==> src/design/irq_agg_params.svh <==
`ifndef IRQ_AGG_PARAMS_SVH
`define IRQ_AGG_PARAMS_SVH

// ---------------------------------------------------------------
// register byte offsets
// ---------------------------------------------------------------
`define ADDR_WIDTH          12
`define OFF_PIN_CONFIG      12'h054
`define OFF_STATUS          12'h058
`define OFF_ENABLE          12'h05c

// ---------------------------------------------------------------
// status / enable bit positions
// ---------------------------------------------------------------
`define BIT_SOFTWARE        31
`define BIT_READY           30
`define BIT_TIMESTAMP       29
`define BIT_FABRIC          28
`define BIT_PHY_B           27
`define BIT_PHY_A           26
`define BIT_TIMER_WRAP      19
`define BIT_POWER_EVENT     17
`define BIT_PIN_EVENT       12

// ---------------------------------------------------------------
// pin configuration bit positions
// ---------------------------------------------------------------
`define BIT_CFG_GLOBAL      12
`define BIT_CFG_GATE        8
`define BIT_CFG_POLARITY    4
`define BIT_CFG_PUSH_PULL   0

// ---------------------------------------------------------------
// masks and reset values
// ---------------------------------------------------------------
`define MASK_DEFINED        32'hfc0a1000
`define MASK_W1C            32'hc00a0000
`define RESET_ENABLE        32'h00000000
`define RESET_STATUS        32'h00000000
`define RESET_RDATA         32'h00000000
`define NUM_STICKY          4

`endif

==> src/design/irq_agg_pkg.sv <==
package irq_agg_pkg;

  // internal interrupt sources, all on the system clock
  typedef struct packed {
    logic timestamp_pending;
    logic fabric_pending;
    logic phy_b_pending;
    logic phy_a_pending;
    logic pin_event_pending;
    logic timer_wrap;
    logic power_event;
    logic power_clear_ok;
    logic device_ready;
  } source_type;

  typedef struct packed {
    logic gate;
    logic output_pin_polarity;
    logic push_pull;
  } pin_cfg_type;

endpackage

==> src/design/sticky_flag.sv <==
`timescale 1ns/10ps
`default_nettype none

module sticky_flag (
  input  wire logic clock,
  input  wire logic rst_n,
  input  wire logic clk_en,
  input  wire logic set,
  input  wire logic clear,
  input  wire logic clear_ok,
  output var  logic flag
);

  logic next_flag;

  // set beats a simultaneous clear so no event is lost
  always_comb begin
    next_flag = flag;
    if (clear && clear_ok) begin
      next_flag = 1'b0;
    end
    if (set) begin
      next_flag = 1'b1;
    end
  end

  always_ff @(posedge clock) begin
    if (!rst_n) begin
      flag <= 1'b0;
    end else if (clk_en) begin
      flag <= next_flag;
    end
  end

endmodule

`default_nettype wire

==> src/design/irq_pin_driver.sv <==
`timescale 1ns/10ps
`default_nettype none

module irq_pin_driver
  import irq_agg_pkg::*;
(
  input  wire logic        clock,
  input  wire logic        rst_n,
  input  wire logic        clk_en,
  input  wire logic        request,
  input  wire pin_cfg_type cfg,
  output var  logic        irq_out,
  output var  logic        irq_oe_n
);

  logic active;
  logic next_out;
  logic next_oe_n;

  always_comb begin
    active = request && cfg.gate;
    if (cfg.push_pull) begin
      next_oe_n = 1'b0;
      next_out  = cfg.output_pin_polarity ? active : !active;
    end else begin
      // open drain ignores polarity: pull low or release
      next_oe_n = !active;
      next_out  = 1'b0;
    end
  end

  always_ff @(posedge clock) begin
    if (!rst_n) begin
      irq_out  <= 1'b0;
      irq_oe_n <= 1'b1;
    end else if (clk_en) begin
      irq_out  <= next_out;
      irq_oe_n <= next_oe_n;
    end
  end

endmodule

`default_nettype wire

==> src/design/top_level_interrupt_aggregator.sv <==
`timescale 1ns/10ps
`default_nettype none
`include "irq_agg_params.svh"

module top_level_interrupt_aggregator
  import irq_agg_pkg::*;
(
  input  wire logic                   clock,
  input  wire logic                   rst_n,
  input  wire logic                   clk_en,
  input  wire logic [`ADDR_WIDTH-1:0] address,
  input  wire logic [31:0]            wdata,
  input  wire logic                   write_strobe,
  input  wire logic                   read_strobe,
  output var  logic [31:0]            rdata,
  input  wire source_type             sources,
  input  wire logic                   deassert_hold,
  output var  logic                   global_irq,
  output var  logic                   irq_out,
  output var  logic                   irq_oe_n
);

  // ---------------------------------------------------------------
  // register state
  // ---------------------------------------------------------------
  logic [31:0] interrupt_enable;
  pin_cfg_type pin_cfg;
  logic        ready_seen;
  logic [31:0] next_enable;
  pin_cfg_type next_pin_cfg;
  logic        next_ready_seen;
  logic [31:0] next_rdata;
  logic        next_global;

  logic        status_write;
  logic        enable_write;
  logic        config_write;
  logic [31:0] interrupt_status;
  logic [31:0] pending;
  logic        pin_request;

  // one comparator shared by the write decode, the read mux and the checks
  function automatic logic hit(input logic [`ADDR_WIDTH-1:0] a, input logic [`ADDR_WIDTH-1:0] off);
    hit = (a == off);
  endfunction

  always_comb begin
    status_write = write_strobe && hit(address, `OFF_STATUS);
    enable_write = write_strobe && hit(address, `OFF_ENABLE);
    config_write = write_strobe && hit(address, `OFF_PIN_CONFIG);
  end

  // ---------------------------------------------------------------
  // sticky flags: software, ready, timer wrap, power event
  // ---------------------------------------------------------------
  logic [`NUM_STICKY-1:0] sticky_set;
  logic [`NUM_STICKY-1:0] sticky_clear;
  logic [`NUM_STICKY-1:0] sticky_ok;
  logic [`NUM_STICKY-1:0] sticky;

  always_comb begin
    sticky_set[0]   = interrupt_enable[`BIT_SOFTWARE];
    sticky_clear[0] = status_write && wdata[`BIT_SOFTWARE];
    sticky_ok[0]    = 1'b1;
    // ready flag fires once on the first ready after reset
    sticky_set[1]   = sources.device_ready && !ready_seen;
    sticky_clear[1] = status_write && wdata[`BIT_READY];
    sticky_ok[1]    = 1'b1;
    sticky_set[2]   = sources.timer_wrap;
    sticky_clear[2] = status_write && wdata[`BIT_TIMER_WRAP];
    sticky_ok[2]    = 1'b1;
    sticky_set[3]   = sources.power_event;
    sticky_clear[3] = status_write && wdata[`BIT_POWER_EVENT];
    // clear ignored while unmasked power control flags remain
    sticky_ok[3]    = sources.power_clear_ok;
  end

  genvar g;
  generate
    for (g = 0; g < `NUM_STICKY; g++) begin : g_flag
      sticky_flag u_flag (
        .clock    (clock),
        .rst_n    (rst_n),
        .clk_en   (clk_en),
        .set      (sticky_set[g]),
        .clear    (sticky_clear[g]),
        .clear_ok (sticky_ok[g]),
        .flag     (sticky[g])
      );
    end
  endgenerate

  // ---------------------------------------------------------------
  // status word and aggregation
  // ---------------------------------------------------------------
  // mirrored bits are live levels; only the four sticky bits hold state
  always_comb begin
    interrupt_status                  = `RESET_STATUS;
    interrupt_status[`BIT_SOFTWARE]   = sticky[0];
    interrupt_status[`BIT_READY]      = sticky[1];
    interrupt_status[`BIT_TIMESTAMP]  = sources.timestamp_pending;
    interrupt_status[`BIT_FABRIC]     = sources.fabric_pending;
    interrupt_status[`BIT_PHY_B]      = sources.phy_b_pending;
    interrupt_status[`BIT_PHY_A]      = sources.phy_a_pending;
    interrupt_status[`BIT_TIMER_WRAP] = sticky[2];
    interrupt_status[`BIT_POWER_EVENT] = sticky[3];
    interrupt_status[`BIT_PIN_EVENT]  = sources.pin_event_pending;
    pending = interrupt_status & interrupt_enable;
    next_global = |pending;
    // the hold window masks every source but power management at the pin; global_irq still sees all
    if (deassert_hold) begin
      pin_request = pending[`BIT_POWER_EVENT];
    end else begin
      pin_request = |pending;
    end
  end

  // ---------------------------------------------------------------
  // register writes and read path
  // ---------------------------------------------------------------
  always_comb begin
    next_enable     = interrupt_enable;
    next_pin_cfg    = pin_cfg;
    // latched so a ready level held high raises the flag only once
    next_ready_seen = ready_seen || sources.device_ready;
    next_rdata      = `RESET_RDATA;
    if (enable_write) begin
      next_enable = wdata & `MASK_DEFINED;
    end
    if (config_write) begin
      next_pin_cfg.gate                = wdata[`BIT_CFG_GATE];
      next_pin_cfg.output_pin_polarity = wdata[`BIT_CFG_POLARITY];
      next_pin_cfg.push_pull           = wdata[`BIT_CFG_PUSH_PULL];
    end
    if (read_strobe) begin
      if (hit(address, `OFF_STATUS)) begin
        next_rdata = interrupt_status;
      end else if (hit(address, `OFF_ENABLE)) begin
        next_rdata = interrupt_enable;
      end else if (hit(address, `OFF_PIN_CONFIG)) begin
        next_rdata[`BIT_CFG_GLOBAL]    = global_irq;
        next_rdata[`BIT_CFG_GATE]      = pin_cfg.gate;
        next_rdata[`BIT_CFG_POLARITY]  = pin_cfg.output_pin_polarity;
        next_rdata[`BIT_CFG_PUSH_PULL] = pin_cfg.push_pull;
      end else begin
        next_rdata = `RESET_RDATA;
      end
    end
  end

  always_ff @(posedge clock) begin
    if (!rst_n) begin
      interrupt_enable <= `RESET_ENABLE;
      pin_cfg          <= '0;
      ready_seen       <= 1'b0;
      rdata            <= `RESET_RDATA;
      global_irq       <= 1'b0;
    end else if (clk_en) begin
      interrupt_enable <= next_enable;
      pin_cfg          <= next_pin_cfg;
      ready_seen       <= next_ready_seen;
      rdata            <= next_rdata;
      global_irq       <= next_global;
    end
  end

  // ---------------------------------------------------------------
  // pin output stage
  // ---------------------------------------------------------------
  // the pin is a flop after the request, so it trails the status word by one edge
  irq_pin_driver u_pin (
    .clock    (clock),
    .rst_n    (rst_n),
    .clk_en   (clk_en),
    .request  (pin_request),
    .cfg      (pin_cfg),
    .irq_out  (irq_out),
    .irq_oe_n (irq_oe_n)
  );
endmodule

`default_nettype wire

==> config.mk <==
export PLATFORM = sky130hd
export DESIGN_NAME = top_level_interrupt_aggregator
export DESIGN_NICKNAME = d
export VERILOG_FILES = /design/src/design/irq_agg_pkg.sv /design/src/design/sticky_flag.sv /design/src/design/irq_pin_driver.sv /design/src/design/top_level_interrupt_aggregator.sv
export VERILOG_INCLUDE_DIRS = /design/src /design/src/design
export SDC_FILE = /design/constraint.sdc
export NUM_CORES = 1
export LEC_CHECK = 0
export ABC_CLOCK_PERIOD_IN_PS = 2300
export BUFFER_PORTS_ARGS = -buffer_cell sky130_fd_sc_hd__buf_2
export CAP_MARGIN = 20
export CORE_ASPECT_RATIO = 0.6
export CORE_MARGIN = 1.5
export CORE_UTILIZATION = 47
export DETAILED_ROUTE_END_ITERATION = 10
export PLACE_DENSITY = 0.84
export SLEW_MARGIN = 40
export SYNTH_ARGS = -nofsm -noshare
export SYNTH_HDL_FRONTEND = slang
export SYNTH_SLANG_ARGS = --single-unit
==> constraint.sdc <==
create_clock -name clock -period 2.3 [get_ports clock]
set_input_delay 0.23 -clock clock [delete_from_list [all_inputs] [get_ports clock]]
set_output_delay 0.23 -clock clock [all_outputs]
set_load 0.01 [all_outputs]
After elaboration in Yosys (flattened, before gate mapping)
Index checks and enable logic that the tools add are counted.
- eq/ne operators: 3
- multiplexer cells: 19
- bitwise logic cells: 1
- reduce and logical (&&, ||, !) cells: 24
- operator list (cell ; count):
    32-bit 2-to-1 mux ; 3
    12-bit by 7-bit equality test with 1-bit output, second input constant ; 3
    32-bit bitwise AND ; 1
    32-bit OR reduction ; 1
    1-bit 2-to-1 mux ; 16
    2-bit AND reduction ; 6
    1-bit logical AND ; 10
    2-bit nonzero test ; 4
    1-bit zero test ; 2
    1-bit logical OR ; 1
- register bits after elaboration: 52
- input bits: 59

Depth between registers and ports, before layout
Gate-level depths: netlist of the first run.
- word-level depth: 7
- depth in mapped cells: 5
- gate-level depth less buffers: 4

Hierarchy
From an unflattened synthesis of the first run, not the netlist that was laid out.
- cells, all modules: 190
- area, all modules: 1672.9 um2
- by module, submodules not included (module ; instances ; cells an instance ; area an instance (um2) ; seq. area each (um2)):
    top_level_interrupt_aggregator ; 1 ; 159 ; 1397.6 ; 520.5
    sticky_flag ; 4 ; 5 ; 43.8 ; 20.0
    irq_pin_driver ; 1 ; 11 ; 100.1 ; 40.0

Worst setup path before layout of the first run
Ideal clock, no wire load.
- kind: input to register
- start: input address[1]
- end: register interrupt_enable[12]
- setup time: 72 ps
- arrival time: 1337 ps
- path slack: 892 ps
- cell stages on the path: 5
- buffers on the path: 1
- path through: nor4_4 -> nand4_2 -> nor3_2 -> buf_6 -> mux2i_1
- longest elaborated chain between the ends: 3
- RTL lines (item ; line ; RTL):
    from (decl) ; top_level_interrupt_aggregator.sv:11 ; input wire logic [`ADDR_WIDTH-1:0] address,
    12-bit by 7-bit equality test with 1-bit output ; top_level_interrupt_aggregator.sv:44 ; hit = (a == off);
    1-bit logical AND ; top_level_interrupt_aggregator.sv:49 ; enable_write = write_strobe && hit(address, `OFF_ENABLE);
    2-bit AND reduction (no line) ; - ;
    to (signal assigned) ; top_level_interrupt_aggregator.sv:153 ; interrupt_enable <= `RESET_ENABLE;
    to (signal assigned) ; top_level_interrupt_aggregator.sv:159 ; interrupt_enable <= next_enable;
    to (decl) ; top_level_interrupt_aggregator.sv:26 ; logic [31:0] interrupt_enable;
Every way passes these cells.
A chain may end at the register's enable or synchronous reset.

Worst setup path in the final report of the first run
- start: register interrupt_enable[12]
- end: register u_pin.irq_oe_n
- longest elaborated chain between the ends: 6
- RTL lines (item ; line ; RTL):
    32-bit bitwise AND ; top_level_interrupt_aggregator.sv:108 ; pending = interrupt_status & interrupt_enable;
    32-bit OR reduction ; top_level_interrupt_aggregator.sv:114 ; pin_request = |pending;
    1-bit 2-to-1 mux ; top_level_interrupt_aggregator.sv:111 ; if (deassert_hold) begin
    1-bit logical AND ; irq_pin_driver.sv:21 ; active = request && cfg.gate;
    1-bit zero test ; irq_pin_driver.sv:27 ; next_oe_n = !active;
    1-bit 2-to-1 mux ; irq_pin_driver.sv:22 ; if (cfg.push_pull) begin
    to (signal assigned) ; irq_pin_driver.sv:38 ; irq_oe_n <= next_oe_n;
    to (decl) ; irq_pin_driver.sv:13 ; output var logic irq_oe_n
Every way passes these cells.

==> out/results.ini, run 1 <==
[global_route]
antenna_found_initial=0
grt_max_degree=25
grt_pass1_wl_mm=6.03
grt_pass1_vias=1297
grt_overflow_total=0
track_usage_pct=20.4

[finish]
finish.instance_area_um2=2030
seqCellArea_um2=641
antennaDiodeCount=0
multi_input_area_um2=881
syn_to_final_growth_pct=20.5
final_common_cell=buf_2
layout_common_cells=buf_2, nand2_1, dfxtp_1, conb_1, mux2i_1
drive_above_1_share_pct=29.8
nNetsFinal=306
nFillCells=296

[detailed_routing]
avgRoutedWirePerCell_um=12.9
routed_wl_mm=3.78
vias=1516
drtIter0Drc=115
first_pass_iters=5
via_per_inst=5.17
postRouteAntennaNets=0
drc=0

[worst_setup_path]
end_kind=flip-flop
crit_chain=a222oi_1, nand3_1, o211a_1, o311ai_0
worst_setup_path_start_kind=flip-flop
timing.rr.end=u_pin.irq_oe_n
crit_type=flip-flop to flip-flop
crit_path_max_fanout=3
critical_path_arrival_ns=1.70
worst_path_max_delay_cell=a222oi_1
reg2reg_from=interrupt_enable[12]
worstRegToRegCells=4
crit_required_ns=2.49
slowest_delay_ns=0.38
rrSetupSlack_ns=0.79

[power]
pwr-share-clk_pct=46.5
p_switching_uw=286
ir_drop_uv=376
p_per_area_nw_per_um2=624
leakage_uw=0.00104
totalPowerFinal_uw=1270
swShare_pct=22.5
p_int_uw=983
pwr-share-comb_pct=8.9
p_seq_share_pct=44.5

[clock_tree]
h-tree-depth=2
ctsResizeCount=0
clock-sinks=32
cts_made_buffers=5
clock_tree.root_cell=clkbuf_8
hold_buffers=0
cts.clk_slew.worst_paths_ns=0.07
cts_tree=yes
clk_latency_ns=0.29
clockBufferDepth=2
cts_setup_buffers=0

[hold_path]
hp-start=wdata[26]
min_to=interrupt_enable[26]
whs_path_depth=3
hp-class=primary input to flip-flop

[sta]
slew_viol_final=0
holdWs_ns=0.181
clock_skew_ns=0.00948
fmaxAchievable_ghz=0.661
grt_setup_unrepaired=no
period_needed_ns=1.51
hold_viol=0
setup_viol=0
timing.final.crit_share_pct=65.8
tns_ns=0

[synth]
synth.distinct_cells=37
syn_inst=194
synth-edff-count=0
ys_seq_area_share_pct=38.0
synth_top_flop_cell=dfxtp_1
ys_ff_latch=32
yosys_warnings=0
synthArstFlopShare_pct=0
netlist_area_um2=1690
avgSynthCellArea_um2=8.69

[die]
die_w_um=80.3
start_util_pct=50.4
design.die.area_um2=3970
die_h_um=49.4
core_area_um2=3340
num_rows=16
io_pins=94

[run_status]
outcome=complete, no violations

[placed_design]
portBuffers=53
placed_area_um2=1910
dp_hpwl_mm=2.81
place.gp.congestion=0.822

[job]
drv_cap=0

## metrics by stage
stage / util (%) / setup WS, ns / std cells
floorplan: - / 0.892 / 213
global placement: 57.0 / 0.629 / 285
detailed placement: 57.0 / 0.604 / 285
CTS: 60.8 / 0.787 / 293
global route: 60.8 / 0.667 / 293
finish: 60.8 / 0.787 / 293
## Yosys cell counts, types with 2 or more instances
cell	number	area [µm²]
a211o_1	8	70.1
a21oi_1	5	25.0
a22oi_1	2	15.0
a31o_2	3	26.3
and3_1	8	50.1
buf_2	3	15.0
buf_4	20	150
clkbuf_1	5	18.8
dfxtp_1	32	641
inv_1	11	41.3
mux2i_1	13	130
nand2_1	37	139
nand3_1	4	20.0
nor2_1	6	22.5
nor3_1	2	10.0
nor3_4	2	32.5
nor4_1	7	43.8
nor4b_1	4	35.0
o21ai_0	4	20.0
## cell type report
cell class | instances | share of cell area [%]
clock inverters | 1 | 1.48
flip-flops and latches | 32 | 31.5
multi-input cells | 141 | 43.3
inverters | 11 | 2.03
repair buffers | 56 | 14.2
well taps | 45 | 2.77
clock buffers | 7 | 4.74
## critical path, delay by kind of cell, from the launching register on
kind | cells | cell delay [ns]
flip-flops | 1 | 0.33
AND/OR/NAND/NOR | 1 | 0.19
AO/OA/AOI/OAI | 3 | 0.89
## power groups by stage
stage	clock, µW	combinational, µW	sequential [µW]
detailed placement	0	112	577
floorplan	0	88.4	577
finish	590	114	565
global route	622	127	566
global placement	0	111	577
CTS	597	113	565
## metal layers
metal	vias up	track usage, %	wire length, µm
li1	756	-	-
met1	691	30.1	1910
met2	64	26.3	1490
met3	5	6.54	338
met4	0	8.91	38
met5	-	0	0
## how the worst max path moves through the flow
stage	slack (ns)	to	cells after the start	start
final	0.79	u_pin.irq_oe_n	4	interrupt_enable[12]
after global routing	0.67	u_pin.irq_oe_n	4	interrupt_enable[27]
after CTS	0.79	u_pin.irq_oe_n	4	interrupt_enable[12]
after detailed placement	0.60	interrupt_enable[12]	6	address[1]
after global placement	0.63	interrupt_enable[19]	6	address[1]
after floorplan	0.89	interrupt_enable[12]	5	address[1]
## registers in the layout, indices dropped and copies added, names as in the netlist
name,flops
ready_seen,1
u_pin.irq_oe_n,1
g_flag.u_flag.flag,4
rdata,12
interrupt_enable,9
u_pin.irq_out,1
pin_cfg,3
global_irq,1
## kinds of logic after synthesis
family                 count (synthesis)  synth area share [%]
buffers and inverters                 40                  14.0
AO/OA/AOI/OAI                         29                  12.8
AND/OR/NAND/NOR                       79                  27.3
flip-flops                            32                  38.0
other                                  1                 0.222
multiplexers                          13                  7.71
Power figures use the tool's default switching activity.
==> run 2, diff against run 1 <==
--- a/config.mk
+++ b/config.mk
@@ -6,14 +6,15 @@
 export SDC_FILE = /design/constraint.sdc
 export NUM_CORES = 1
 export LEC_CHECK = 0
-export ABC_CLOCK_PERIOD_IN_PS = 2300
+export ABC_AREA = 1
+export ABC_CLOCK_PERIOD_IN_PS = 1300
 export BUFFER_PORTS_ARGS = -buffer_cell sky130_fd_sc_hd__buf_2
 export CAP_MARGIN = 20
 export CORE_ASPECT_RATIO = 0.6
 export CORE_MARGIN = 1.5
-export CORE_UTILIZATION = 47
+export CORE_UTILIZATION = 39
 export DETAILED_ROUTE_END_ITERATION = 10
-export PLACE_DENSITY = 0.84
+export PLACE_DENSITY = 0.75
 export SLEW_MARGIN = 40
 export SYNTH_ARGS = -nofsm -noshare
 export SYNTH_HDL_FRONTEND = slang
==> constraint.sdc (replaced) <==
create_clock -name clock -period 1.3 [get_ports clock]
set_input_delay 0.13 -clock clock [delete_from_list [all_inputs] [get_ports clock]]
set_output_delay 0.13 -clock clock [all_outputs]
set_load 0.01 [all_outputs]
==> run 2 against run 1 <==
Global-route usage fell by 1.0 points. Register-to-register slack got worse by 0.76 ns. Area after synthesis shrank 3.6%. Critical path depth is 4 higher. Non-clock buffer count up 11. Largest power group unchanged. Power grew 78%. Sequential power is 77% higher. Maximum frequency up 19%. Flip-flop and latch count unchanged. Highest routed layer unchanged. Hold slack got worse by 0.084 ns.
==> out/results.ini, run 2 <==
[synth]
netlist_area_um2=1630
synth_top_cell_by_area=dfxtp_1
yosysTopAreaCellShare_pct=39.4
yosys_warnings=0
synth_most_common_cell=nand2_1
ys_ff_latch=32
synthArstFlopShare_pct=0
ys_seq_area_share_pct=39.4
ys_top_cells_by_count=nand2_1, a21oi_1, dfxtp_1
synth-edff-count=0
ys_top_cells_by_area=dfxtp_1, nand2_1, a21oi_1
avgSynthCellArea_um2=7.04
synth_top_flop_cell=dfxtp_1
syn_inst=231
synth.distinct_cells=25

[global_route]
grt_max_degree=20
track_usage_pct=19.3
grt_pass1_wl_mm=6.74
grt_pass1_vias=1533
grt_overflow_total=0
antenna_found_initial=0

[detailed_routing]
vias=1683
postRouteAntennaNets=0
top_layer=met4
wl_met3_um=320
wl_met2_mm=1.83
avgRoutedWirePerCell_um=12.5
first_pass_iters=5
via_per_inst=4.89
routed_wl_mm=4.29
drtIter0Drc=68
drc=0
wl_met1_mm=2.11

[finish]
nFillCells=386
top_register=rdata
final_cells=344
drive_above_1_share_pct=28.6
syn_to_final_growth_pct=29.8
post-route-util_pct=55.1
antennaDiodeCount=0
finish.instance_area_um2=2110
reg_top3=rdata (12), interrupt_enable (9), g_flag.u_flag.flag (4)
final_common_cell=nand2_1
largest_register_ffs=12
nNetsFinal=355
layout_common_cells=nand2_1, buf_2, a21oi_1, dfxtp_1, inv_1

[clock_tree]
clock-sinks=32
clk_latency_ns=0.29
clock_tree.root_cell=clkbuf_8
clockBufferDepth=2
h-tree-depth=2
cts.clk_slew.worst_paths_ns=0.07
cts_tree=yes
cts_made_buffers=5

[sta]
period_needed_ns=1.27
slew_viol_final=0
clock_skew_ns=0.00188
hold_viol=0
fmaxAchievable_ghz=0.785
setup_viol=0
tns_ns=0
timing.final.crit_share_pct=98.0

[worst_setup_path]
crit_required_ns=1.47
end_kind=flip-flop
crit_chain=nand2_1, nand2_1, nor2_1, nand3_2, nand2_1, nand2_1, nand3_1, a21oi_1
worst_setup_path_start_kind=flip-flop
critical_path_arrival_ns=1.45
slowest_delay_ns=0.32
crit_path_max_fanout=2
crit_top_cell=nand2_1
rrSetupSlack_ns=0.03
crit_type=flip-flop to flip-flop
worst_path_max_delay_cell=dfxtp_1

[power]
pwr-share-comb_pct=8.9
p_seq_share_pct=44.3
pwr-share-clk_pct=46.8
ir_drop_uv=596
p_per_area_nw_per_um2=1070
totalPowerFinal_uw=2260
p_switching_uw=507
leakage_uw=0.000964
p_int_uw=1750
swShare_pct=22.5

[die]
num_rows=17
core_area_um2=3830
start_util_pct=42.5
die_w_um=86.4
io_pins=94
design.die.area_um2=4580
die_h_um=53.0

[job]
drv_cap=0

[placed_design]
portBuffers=53
place.gp.congestion=0.840
placed_area_um2=1960
dp_hpwl_mm=3.13
dp.cells=334

[hold_path]
hp-class=primary input to flip-flop

[run_status]
outcome=complete, no violations

## run 2: cell types whose count changed after synthesis, sizes merged, moves of 3 or more
| cell | change |
|---|---|
| nor4 | -8 |
| a211o | -8 |
| mux2i | -13 |
| and3 | -8 |
| a31o | -3 |
| nand3 | +19 |
| inv | +12 |
| nand2 | +19 |
| o21ai | +17 |
| nor4b | -4 |
| a21oi | +27 |
## run 2: routing by layer
metal  vias to the layer above  track usage (%)
met3                         6             5.15
met5                         -                0
met2                        82             30.2
met4                         0             4.03
li1                        836                -
met1                       759             26.8
## run 2: power groups by stage
stage          Combinational [µW]  Clock (µW)  Sequential, µW
6_report                      201        1060             999
5_1_grt                       224        1110            1000
4_1_cts                       199        1060             999
3_5_place_dp                  197           0            1020
3_3_place_gp                  196           0            1020
2_1_floorplan                 141           0            1020
## run 2: cells by family after synthesis
kind of cell	count (synthesis)	share of synthesized area, %
simple gates	92	26.2
compound gates	54	16.8
buf+inv	52	17.4
flops	32	39.4
other cells	1	0.231
## run 2: what timing repair did
action                                  CTS  global route
endpoints found under the setup margin    0             1
hold buffers                              0             0
gates resized for setup                   0             3
buffers inserted                          0             2
## run 2: worst paths after layout
kind / to / depth (start not counted) / start
worst max-delay path: u_pin.irq_out / 8 / interrupt_enable[17]
worst min-delay path: ready_seen / 3 / sources[0]
worst max register to register: u_pin.irq_out / 8 / interrupt_enable[17]
worst min register to register: ready_seen / 2 / ready_seen
## run 2: critical path: cells and delay by family, from the launching register on
kind	cells	cell delay, ns
AND/OR/NAND/NOR	7	0.78
AO/OA/AOI/OAI	1	0.07
flip-flops	1	0.32
## run 2: layout make-up
type	count	area, µm²	area share [%]
clock buffer	7	96.3	4.56
clock inverter	1	30.0	1.42
inverter	24	90.1	4.27
multi-input combinational	166	787	37.3
sequential	32	641	30.3
tap	47	58.8	2.79
timing repair buffer	67	408	19.3
## run 2: through the flow
step / hold slack, ns / setup slack (ns)
final: 0.0961 / 0.0265
after global routing: 0.0917 / -0.0783
after CTS: 0.0930 / 0.0587
after detailed placement: 0.391 / -0.0707
after global placement: 0.393 / -0.0489
after floorplan: 0.268 / 0.186
